==> src/rtl/cfs_params.svh <==
// Constants for the converter fault supervisor: register indexes,
// fault bit positions, reset values and timing counts.
// Assumes a 40 MHz ref_clk_i and an APB byte address of index*4.
`ifndef CFS_PARAMS_SVH
`define CFS_PARAMS_SVH
`define CFS_CLK_PERIOD_NS 25
`define CFS_MS_NS         1000000
`define CFS_CLKS_PER_MS   (`CFS_MS_NS / `CFS_CLK_PERIOD_NS)
`define CFS_OVLD_MS       16'h0064
`define CFS_PWRDN_MS      16'h01f4
`define CFS_ISL_FAULT     16'h0002
`define CFS_IX_RATED      16'h9d59
`define CFS_IX_AI_EN      16'h9dab
`define CFS_IX_HB         16'ha30c
`define CFS_IX_FLT_RST    16'ha30e
`define CFS_IX_WARN       16'ha31c
`define CFS_IX_FAULT      16'ha31e
`define CFS_IX_FACTORY    16'ha320
`define CFS_IX_UCFG_ERR   16'ha322
`define CFS_IX_TEMP       16'ha324
`define CFS_IX_AR_TO      16'ha361
`define CFS_IX_ISL_MODE   16'ha364
`define CFS_IX_HB_TO      16'ha36c
`define CFS_IX_AC_OC      16'ha38f
`define CFS_IX_AC_OV      16'ha392
`define CFS_IX_DC_UV      16'ha395
`define CFS_IX_DC_OV      16'ha398
`define CFS_IX_DC_OC      16'ha3aa
`define CFS_IX_GF_TRIP    16'ha3b1
`define CFS_IX_CTRL       16'ha400
`define CFS_IX_DATE       16'ha465
`define CFS_IX_TIME       16'ha467
`define CFS_FB_INV_OC     0
`define CFS_FB_AC_OV      1
`define CFS_FB_RT_LO      2
`define CFS_FB_ISLAND     6
`define CFS_FB_EMERGENCY_STOP_INPUT      7
`define CFS_FB_HB         8
`define CFS_FB_PWRDN      9
`define CFS_FB_DC_V       10
`define CFS_FB_DC_OC      11
`define CFS_FB_OVLD       12
`define CFS_FB_FACTORY    13
`define CFS_FF_ILK        7
`define CFS_DATE_RST      32'h010107d0
`define CFS_TIME_RST      32'h00000000
`endif

==> src/rtl/cfs_pkg.sv <==
// Types for the converter fault supervisor.
// Assumes cfs_params.svh holds the numeric constants.
package cfs_pkg;
   typedef enum logic [1:0] {ST_DISABLED, ST_RUN, ST_OFFLINE, ST_FAULT} cfs_state_e;
   typedef struct packed {
      logic [7:0]  day;
      logic [7:0]  month;
      logic [1:0]  unused;
      logic [13:0] year;
   } cfs_date_s;
   typedef struct packed {
      logic [7:0] unused;
      logic [7:0] seconds;
      logic [7:0] minutes;
      logic [7:0] hours;
   } cfs_time_s;
   typedef struct packed {
      logic [2:0][15:0] i_rms;
      logic [2:0][15:0] v_ll;
      logic [15:0]      dc_v;
      logic [15:0]      dc_i;
      logic [15:0]      rect_v;
      logic [15:0]      link_v;
   } cfs_meas_s;
endpackage : cfs_pkg

==> src/rtl/cfs_top.sv <==
// Converter fault supervisor: thresholds, timers, fault latch, APB slave.
// Assumes measurements come from logic on ref_clk_i; emergency_stop_input_i, bias_on_i and battery_low_i are synchronised here.
//
// Added by the designer: register access over APB.
`include "cfs_params.svh"
`timescale 1ns/1ps
`default_nettype none

module cfs_top #(
   parameter int unsigned TICK_CYC = `CFS_CLKS_PER_MS
) (
   input  wire logic              ref_clk_i,
   input  wire logic              rst_i,
   input  wire logic              psel_i,
   input  wire logic              penable_i,
   input  wire logic              pwrite_i,
   input  wire logic [17:0]       paddr_i,
   input  wire logic [31:0]       pwdata_i,
   output logic      [31:0]       prdata_o,
   output logic                   pready_o,
   output logic                   pslverr_o,
   input  wire cfs_pkg::cfs_meas_s meas_i,
   input  wire logic              emergency_stop_input_i,
   input  wire logic              bias_on_i,
   input  wire logic              battery_low_i,
   input  wire logic              run_req_i,
   input  wire logic              ac_close_req_i,
   input  wire logic              ac_contactor_closed_i,
   input  wire logic [3:0]        ride_through_trip_i,
   input  wire logic              grid_ok_i,
   input  wire logic              island_detect_i,
   input  wire logic              current_limit_active_i,
   input  wire logic              still_powered_i,
   input  wire logic [31:0]       factory_src_i,
   output logic                   power_stage_en_o,
   output logic                   ac_contactor_close_o,
   output logic                   dc_contactor_close_o,
   output logic                   fault_active_o,
   output logic [1:0]             converter_state_o
);

   ////////////////////////////////////////////////////////////////////////
   typedef struct packed {
      cfs_pkg::cfs_state_e state;
      logic [2:0]       s1;
      logic [2:0]       s2;
      logic [31:0]      tick_cnt;
      logic [15:0]      rated;
      logic [15:0]      ai_en;
      logic [15:0]      hb;
      logic [15:0]      ar_to;
      logic [15:0]      isl_mode;
      logic [15:0]      hb_to;
      logic [15:0]      ac_oc;
      logic [15:0]      ac_ov;
      logic [15:0]      dc_uv;
      logic [15:0]      dc_ov;
      logic [15:0]      dc_oc;
      logic [15:0]      gf_trip;
      logic [1:0]       ctrl;
      cfs_pkg::cfs_date_s date;
      cfs_pkg::cfs_time_s tod;
      logic [13:0]      fault;
      logic [31:0]      factory;
      logic             clk_warn;
      logic             hb_armed;
      logic [15:0]      hb_tmr;
      logic [15:0]      ar_tmr;
      logic [3:0]       rt_cause;
      logic [15:0]      ovl_tmr;
      logic [15:0]      pd_tmr;
      logic [2:0][15:0] gf_tmr;
      logic             pstage;
      logic             ac_cl;
      logic             dc_cl;
      logic             flt;
      logic [31:0]      prdata;
      logic             pready;
      logic             pslverr;
   } cfs_regs_s;

   cfs_regs_s r;
   cfs_regs_s n;

   logic        tick;
   logic        acc;
   logic        wr;
   logic        fr;
   logic        hit;
   logic [15:0] idx;
   logic [31:0] rd;
   logic [13:0] cond;
   logic [31:0] fsrc;
   logic        ilk;
   logic        gf_on;
   logic        to_ev;
   logic        dt_bad;
   logic        emergency_stop_input_ok;
   logic        bias_on;
   logic        batt_low;

   ////////////////////////////////////////////////////////////////////////
   always_comb begin
      n = r;
      // Pins pass two flops before use
      n.s1 = {emergency_stop_input_i, bias_on_i, battery_low_i};
      n.s2 = r.s1;
      emergency_stop_input_ok = r.s2[2];
      bias_on  = r.s2[1];
      batt_low = r.s2[0];
      tick = (r.tick_cnt >= TICK_CYC - 1);
      n.tick_cnt = tick ? 32'h0 : r.tick_cnt + 32'h1;

      // APB slave, one wait state per access
      acc = psel_i & penable_i & ~r.pready;
      // Write commits on the edge the master sees pready
      wr  = psel_i & penable_i & r.pready & pwrite_i;
      idx = paddr_i[17:2];
      n.pready = acc;
      n.pslverr = 1'b0;
      n.prdata = 32'h0;
      hit = 1'b1;
      rd = 32'h0;
      if (idx == `CFS_IX_RATED) begin
         rd = {16'h0, r.rated};
      end else if (idx == `CFS_IX_AI_EN) begin
         rd = {16'h0, r.ai_en};
      end else if (idx == `CFS_IX_HB) begin
         rd = {16'h0, r.hb};
      end else if (idx == `CFS_IX_FLT_RST) begin
         rd = 32'h0;
      end else if (idx == `CFS_IX_WARN) begin
         rd = {31'h0, r.clk_warn};
      end else if (idx == `CFS_IX_FAULT) begin
         rd = {18'h0, r.fault};
      end else if (idx == `CFS_IX_FACTORY) begin
         rd = r.factory;
      end else if (idx == `CFS_IX_UCFG_ERR || idx == `CFS_IX_TEMP) begin
         rd = 32'h0;
      end else if (idx == `CFS_IX_AR_TO) begin
         rd = {16'h0, r.ar_to};
      end else if (idx == `CFS_IX_ISL_MODE) begin
         rd = {16'h0, r.isl_mode};
      end else if (idx == `CFS_IX_HB_TO) begin
         rd = {16'h0, r.hb_to};
      end else if (idx == `CFS_IX_AC_OC) begin
         rd = {16'h0, r.ac_oc};
      end else if (idx == `CFS_IX_AC_OV) begin
         rd = {16'h0, r.ac_ov};
      end else if (idx == `CFS_IX_DC_UV) begin
         rd = {16'h0, r.dc_uv};
      end else if (idx == `CFS_IX_DC_OV) begin
         rd = {16'h0, r.dc_ov};
      end else if (idx == `CFS_IX_DC_OC) begin
         rd = {16'h0, r.dc_oc};
      end else if (idx == `CFS_IX_GF_TRIP) begin
         rd = {16'h0, r.gf_trip};
      end else if (idx == `CFS_IX_CTRL) begin
         rd = {30'h0, r.ctrl};
      end else if (idx == `CFS_IX_DATE) begin
         rd = r.date;
      end else if (idx == `CFS_IX_TIME) begin
         rd = r.tod;
      end else begin
         hit = 1'b0;
      end
      if (acc) begin
         n.pslverr = ~hit;
         n.prdata = pwrite_i ? 32'h0 : rd;
      end
      if (wr) begin
         if (idx == `CFS_IX_RATED) n.rated = pwdata_i[15:0];
         else if (idx == `CFS_IX_AI_EN) n.ai_en = pwdata_i[15:0];
         else if (idx == `CFS_IX_AR_TO) n.ar_to = pwdata_i[15:0];
         else if (idx == `CFS_IX_ISL_MODE) n.isl_mode = pwdata_i[15:0];
         else if (idx == `CFS_IX_HB_TO) n.hb_to = pwdata_i[15:0];
         else if (idx == `CFS_IX_AC_OC) n.ac_oc = pwdata_i[15:0];
         else if (idx == `CFS_IX_AC_OV) n.ac_ov = pwdata_i[15:0];
         else if (idx == `CFS_IX_DC_UV) n.dc_uv = pwdata_i[15:0];
         else if (idx == `CFS_IX_DC_OV) n.dc_ov = pwdata_i[15:0];
         else if (idx == `CFS_IX_DC_OC) n.dc_oc = pwdata_i[15:0];
         else if (idx == `CFS_IX_GF_TRIP) n.gf_trip = pwdata_i[15:0];
         else if (idx == `CFS_IX_CTRL) n.ctrl = pwdata_i[1:0];
         else if (idx == `CFS_IX_DATE) n.date = pwdata_i;
         else if (idx == `CFS_IX_TIME) n.tod = pwdata_i;
      end
      fr = wr && (idx == `CFS_IX_FLT_RST) && pwdata_i[0];

      // Heartbeat watchdog
      if (wr && idx == `CFS_IX_HB) begin
         n.hb = pwdata_i[15:0];
         n.hb_armed = 1'b1;
         if (!r.hb_armed || pwdata_i[15:0] == r.hb + 16'h1 || (pwdata_i[15:0] == 16'h0 && r.hb != 16'h0)) begin
            n.hb_tmr = 16'h0;
         end else if (tick && r.hb_tmr != 16'hffff) begin
            n.hb_tmr = r.hb_tmr + 16'h1;
         end
      end else if (tick && r.hb_armed && r.hb_tmr != 16'hffff) begin
         n.hb_tmr = r.hb_tmr + 16'h1;
      end

      gf_on = r.ctrl[0] && r.state == cfs_pkg::ST_RUN;
      for (int p = 0; p < 3; p++) begin
         if (!gf_on) begin
            n.gf_tmr[p] = 16'h0;
         end else if (tick && meas_i.i_rms[p] > r.rated) begin
            if (r.gf_tmr[p] != 16'hffff) n.gf_tmr[p] = r.gf_tmr[p] + 16'h1;
         end else if (tick && r.gf_tmr[p] != 16'h0) begin
            n.gf_tmr[p] = r.gf_tmr[p] - 16'h1;
         end
      end

      if (!current_limit_active_i) n.ovl_tmr = 16'h0;
      else if (tick && r.ovl_tmr < `CFS_OVLD_MS) n.ovl_tmr = r.ovl_tmr + 16'h1;
      if (bias_on || !still_powered_i) n.pd_tmr = 16'h0;
      else if (tick && r.pd_tmr < `CFS_PWRDN_MS) n.pd_tmr = r.pd_tmr + 16'h1;

      to_ev = r.state == cfs_pkg::ST_OFFLINE && !grid_ok_i && r.ar_tmr >= r.ar_to;
      ilk = ac_close_req_i && meas_i.rect_v > meas_i.link_v;

      cond = 14'h0;
      for (int p = 0; p < 3; p++) begin
         if (meas_i.i_rms[p] > r.ac_oc) cond[`CFS_FB_INV_OC] = 1'b1;
         if (gf_on && r.gf_tmr[p] > r.gf_trip) cond[`CFS_FB_INV_OC] = 1'b1;
         if (ac_contactor_closed_i && meas_i.v_ll[p] > r.ac_ov) cond[`CFS_FB_AC_OV] = 1'b1;
      end
      cond[`CFS_FB_RT_LO +: 4] = to_ev ? r.rt_cause : 4'h0;
      cond[`CFS_FB_ISLAND] = island_detect_i && r.ai_en[0] && r.isl_mode == `CFS_ISL_FAULT;
      cond[`CFS_FB_EMERGENCY_STOP_INPUT] = ~emergency_stop_input_ok;
      cond[`CFS_FB_HB] = r.hb_armed && r.hb_tmr >= r.hb_to;
      cond[`CFS_FB_PWRDN] = r.pd_tmr >= `CFS_PWRDN_MS;
      cond[`CFS_FB_DC_V] = meas_i.dc_v > r.dc_ov || meas_i.dc_v < r.dc_uv;
      cond[`CFS_FB_DC_OC] = meas_i.dc_i > r.dc_oc;
      cond[`CFS_FB_OVLD] = r.ovl_tmr >= `CFS_OVLD_MS;
      fsrc = factory_src_i;
      fsrc[`CFS_FF_ILK] = fsrc[`CFS_FF_ILK] | ilk;
      n.factory = fr ? fsrc : (r.factory | fsrc);
      cond[`CFS_FB_FACTORY] = |n.factory;
      // latch; reset only drops gone causes
      n.fault = fr ? cond : (r.fault | cond);

      dt_bad = r.date.day == 8'h0 || r.date.day > 8'h1f || r.date.month == 8'h0
               || r.date.month > 8'h0c || r.tod.seconds > 8'h3b || r.tod.minutes > 8'h3b
               || r.tod.hours > 8'h17;
      n.clk_warn = r.clk_warn | batt_low | dt_bad;

      if (tick && r.ar_tmr != 16'hffff) n.ar_tmr = r.ar_tmr + 16'h1;
      case (r.state)
         cfs_pkg::ST_DISABLED: begin
            if (run_req_i) n.state = cfs_pkg::ST_RUN;
         end
         cfs_pkg::ST_RUN: begin
            if (!run_req_i) begin
               n.state = cfs_pkg::ST_DISABLED;
            end else if (r.ctrl[1] && |ride_through_trip_i) begin
               n.state = cfs_pkg::ST_OFFLINE;
               n.rt_cause = ride_through_trip_i;
               n.ar_tmr = 16'h0;
            end
         end
         cfs_pkg::ST_OFFLINE: begin
            if (grid_ok_i) n.state = cfs_pkg::ST_RUN;
         end
         default: begin
            if (fr) n.state = cfs_pkg::ST_DISABLED;
         end
      endcase
      if (|n.fault) n.state = cfs_pkg::ST_FAULT;

      n.pstage = n.state == cfs_pkg::ST_RUN;
      n.dc_cl = n.state == cfs_pkg::ST_RUN || n.state == cfs_pkg::ST_OFFLINE;
      n.ac_cl = n.state == cfs_pkg::ST_RUN && ac_close_req_i && !ilk;
      n.flt = |n.fault;
   end

   always_ff @(posedge ref_clk_i or posedge rst_i) begin
      if (rst_i) begin
         r <= '0;
         r.state <= cfs_pkg::ST_DISABLED;
         r.date <= `CFS_DATE_RST;
         r.tod <= `CFS_TIME_RST;
         // Power-on treats emergency_stop_input as high, with no stop flagged, until sampled
         r.s1[2] <= 1'b1;
         r.s2[2] <= 1'b1;
      end else begin
         r <= n;
      end
   end

   assign prdata_o             = r.prdata;
   assign pready_o             = r.pready;
   assign pslverr_o            = r.pslverr;
   assign power_stage_en_o     = r.pstage;
   assign ac_contactor_close_o = r.ac_cl;
   assign dc_contactor_close_o = r.dc_cl;
   assign fault_active_o       = r.flt;
   assign converter_state_o    = r.state;
endmodule : cfs_top
`default_nettype wire

==> config.mk <==
export PLATFORM = sky130hd
export DESIGN_NAME = cfs_top
export DESIGN_NICKNAME = d
export VERILOG_FILES = /design/src/rtl/cfs_pkg.sv /design/src/rtl/cfs_top.sv
export VERILOG_INCLUDE_DIRS = /design/src /design/src/rtl
export SDC_FILE = /design/constraint.sdc
export NUM_CORES = 2
export LEC_CHECK = 0
export BUFFER_PORTS_ARGS = -buffer_cell sky130_fd_sc_hd__buf_2
export CORE_MARGIN = 2
export CORE_UTILIZATION = 50
export DETAILED_ROUTE_END_ITERATION = 12
export PLACE_DENSITY = 0.69
export SYNTH_ARGS = -nofsm -noshare
export SYNTH_HDL_FRONTEND = slang
export SYNTH_SLANG_ARGS = --single-unit
==> constraint.sdc <==
create_clock -name ref_clk_i -period 18.1 [get_ports ref_clk_i]
set_clock_uncertainty 0.1 [all_clocks]
set_input_delay 2.715 -clock ref_clk_i [delete_from_list [all_inputs] [get_ports ref_clk_i]]
set_output_delay 2.715 -clock ref_clk_i [all_outputs]
set_load 0.01 [all_outputs]
==> key figures <==
Outcome
  • Status: finished clean

Routing
  • # DRC: 0
  • Via Count: 26.3k
  • DRT Wirelength: 96.3 mm
  • TritonRoute pass-1 iters: 6
  • Detailed-route wire length per cell: 21.9 um
  • Final antenna-violating net count: 0
  • Vias per cell: 5.96
  • Initial DRC count: 2432

Worst setup path
  • Cell count along the critical path: 17
  • CP max stage delay: 560 ps
  • Critical path's top delay family: compound AO/OA/AOI/OAI gates
  • Crit path launch type: input port
  • Worst Path Arrival: 7130 ps
  • CP max-delay cell: a31oi_1
  • Reg2reg setup slack: 12840 ps
  • CP Cell Sequence: buf_2 -> ha_1 -> nand3_1 -> or3_1 -> o21bai_1 -> a31oi_1 -> inv_1 -> ha_1 -> nor2b_1 -> o31a_1 -> o21ai_0 -> o211ai_1 -> a31o_2 -> a21oi_1 -> xnor2_1 -> mux2i_1 -> nor2_1
  • Critical Path Fanout Max: 14
  • Kind of critical path: in2reg
  • Reg2reg start: r[460]
  • CP endpoint kind: register
  • Reg2Reg Depth: 18
  • Critical path's most frequent cell: ha_1
  • Worst reg2reg path endpoint: r[52]
  • Worst path buffer plus inverter count: 2
  • CP Data Required Time: 18490 ps

STA
  • Final hold violation count: 0
  • Max_slew headroom: 0.250
  • Peak Freq: 148 MHz
  • Period utilization: 0.372
  • RSZ-0062 raised after global routing: no
  • Final-report max-slew violation count: 0
  • Tmin final: 6740 ps
  • Worst-Margin Slew: 1120 ps
  • Setup violators final: 0
  • TNS Setup: 0 ps
  • Worst hold slack: 247 ps

Yosys
  • Synthesis Warnings: 0
  • Post-synthesis mux area share: 0.0586
  • Largest family of logic cells by synthesized area: compound AO/OA/AOI/OAI gates
  • Synth Flop Type: dfrtp_1
  • #FFs+latches synth: 500
  • EDFF count, synth: 0
  • Post-Synth XOR/XNOR Area: 0.0297
  • Area share of and/or/nand/nor cells after synthesis: 0.151
  • Synth Cell Area: 31300 um2
  • Post-synthesis sequential area ratio: 0.400
  • Yosys cell types: 88
  • Adder-cell share of the synthesized area: 0.137
  • Cell count after synthesis: 3297
  • Syn_area_per_cell: 9.50 um2
  • Synth Area in Compound Gates: 0.172
  • Post-synth ARST share: 1.00

Global route
  • Grt total ovfl: 0
  • First-pass GRT wire length: 147 mm
  • Pin count of the biggest net entering global routing: 117
  • Vias in the first global route: 25.2k
  • GRT Overall Usage: 0.296
  • Initial antenna violation count: 9

Floorplan
  • Core Area: 61800 um2
  • Die area: 64600 um2
  • Initial core utilization: 0.506
  • Cell row count: 91
  • Die Ht: 254 um
  • Io pins: 301
  • Die width: 254 um

Clock tree
  • Post-CTS sizing: 0
  • Clk slew on worst S/H paths: 60 ps
  • TritonCTS Buffers: 54
  • Root Buffer: clkbuf_16
  • Maximum root-to-sink buffer count: 3
  • Post-CTS Setup Bufs: 0
  • CTS tree: yes
  • Clk_lat worst skew: 650 ps
  • Hold_buf cts: 0
  • Clock sink total: 500
  • CTS H-tree depth: 2

Layout
  • Leading cell types in the layout, fill and taps excluded: dfrtp_1, ha_1, buf_2, nor2_1, nand2_1
  • Layout cells sized above 1: 0.171
  • Fin util: 0.570
  • Area Growth Syn to Fin: 12.5%
  • Commonest non-fill, non-tap cell in the layout: dfrtp_1
  • NumNets Final: 4120

Placed design
  • Post-DP HPWL: 71.3 mm
  • Routability cong.: 0.995
  • # port buffers: 298

Worst hold path
  • Hold Path Origin: n[493]
  • Hold Path Cell Cnt: 0
  • Hold Crit Class: reg2reg
  • Hold path endpoint: bias_on

Job
  • MaxCap Viol Count: 0

Pwr
  • Leak: 17.6 nW
  • PD cells: 70.0 nW/um2
  • Pwr Total: 2.47 mW
  • Max IR drop VDD: 71.7 uV
==> per-layer routing <==
layer / track usage / part of all wire / routed length, um
met1: 0.392 / 0.42 / 40200
met2: 0.482 / 0.47 / 44900
met3: 0.0465 / 0.070 / 6770
met4: 0.130 / 0.047 / 4480
met5: 0 / 0.00013 / 13
==> flip-flops by register name, summed over array words and instances (netlist names), 2 cells and up <==
name,flops
n,3
r,454
prdata_o,32
converter_state_o,2
==> worst max-delay path by stage <==
stage | startpoint | to | slack (ps)
5_1_grt | meas_i[124] | r[52] | 11080
6_report | meas_i[124] | r[52] | 11360
2_1_floorplan | rst_i | ac_contactor_close_o | 1340
4_1_cts | meas_i[124] | r[52] | 11380
3_3_place_gp | meas_i[124] | r[52] | 10760
3_5_place_dp | meas_i[124] | r[52] | 10730
==> metrics by stage <==
stage / worst slack [ps] / instance area (um2) / cells
4_1_cts: 11380 / 35200 / 4400
2_1_floorplan: 1340 / 31400 / 3312
3_5_place_dp: 10730 / 33400 / 4298
5_1_grt: 11080 / 35200 / 4404
6_report: 11360 / 35200 / 4408
3_3_place_gp: 10760 / 33400 / 4298
==> cell type report <==
class	count	area (um2)
Multi-Input combinational cell	2422	17300
Clock buffer	71	1500
Sequential cell	500	12500
Fill cell	5532	26600
Inverter	212	803
Antenna cell	8	20.0
Timing Repair Buffer	327	1710
Tap cell	837	1050
Clock inverter	31	337
==> cells in the mapped netlist (8+ instances only) <==
cell type / count / area share
o21ai_0: 217 / 0.035
and4_1: 14 / 0.0039
a22oi_1: 17 / 0.0041
a21o_1: 116 / 0.028
o221ai_1: 19 / 0.0053
a2111oi_0: 9 / 0.0025
o31ai_1: 12 / 0.0029
or3_1: 11 / 0.0022
o211ai_1: 17 / 0.0041
dfrtp_1: 490 / 0.39
clkbuf_1: 119 / 0.014
inv_1: 212 / 0.025
a221o_1: 15 / 0.0048
nor3_1: 50 / 0.0080
dfstp_2: 10 / 0.0084
o21a_1: 35 / 0.0084
and2_1: 21 / 0.0042
buf_1: 12 / 0.0014
a31oi_1: 14 / 0.0028
nand4_1: 93 / 0.019
a211oi_1: 30 / 0.0072
mux2i_1: 28 / 0.0090
ha_1: 339 / 0.14
o21bai_1: 13 / 0.0031
nor4_1: 70 / 0.014
xnor2_1: 64 / 0.018
mux2_2: 138 / 0.050
buf_4: 34 / 0.0082
nor2b_1: 25 / 0.0050
buf_2: 13 / 0.0021
o22ai_1: 50 / 0.010
xor2_1: 42 / 0.012
a221oi_1: 8 / 0.0022
and3_1: 22 / 0.0044
a21oi_1: 191 / 0.031
nor2_1: 280 / 0.034
nand2b_1: 18 / 0.0036
nand2_1: 238 / 0.029
nand3_1: 58 / 0.0093
==> kinds of logic after synthesis <==
logic type,count (synthesis)
xor+xnor,106
fa+ha+maj,342
other cells,1
buf+inv,390
compound gates,836
simple gates,956
mux,166
flops,500
==> report_power, final <==
part | total (mW) | internal (mW) | switching, mW
clock | 1.14 | 0.634 | 0.501
sequential | 1.16 | 1.14 | 0.0229
combinational | 0.172 | 0.0642 | 0.108
Note: power is estimated with default switching activity, not from simulation.
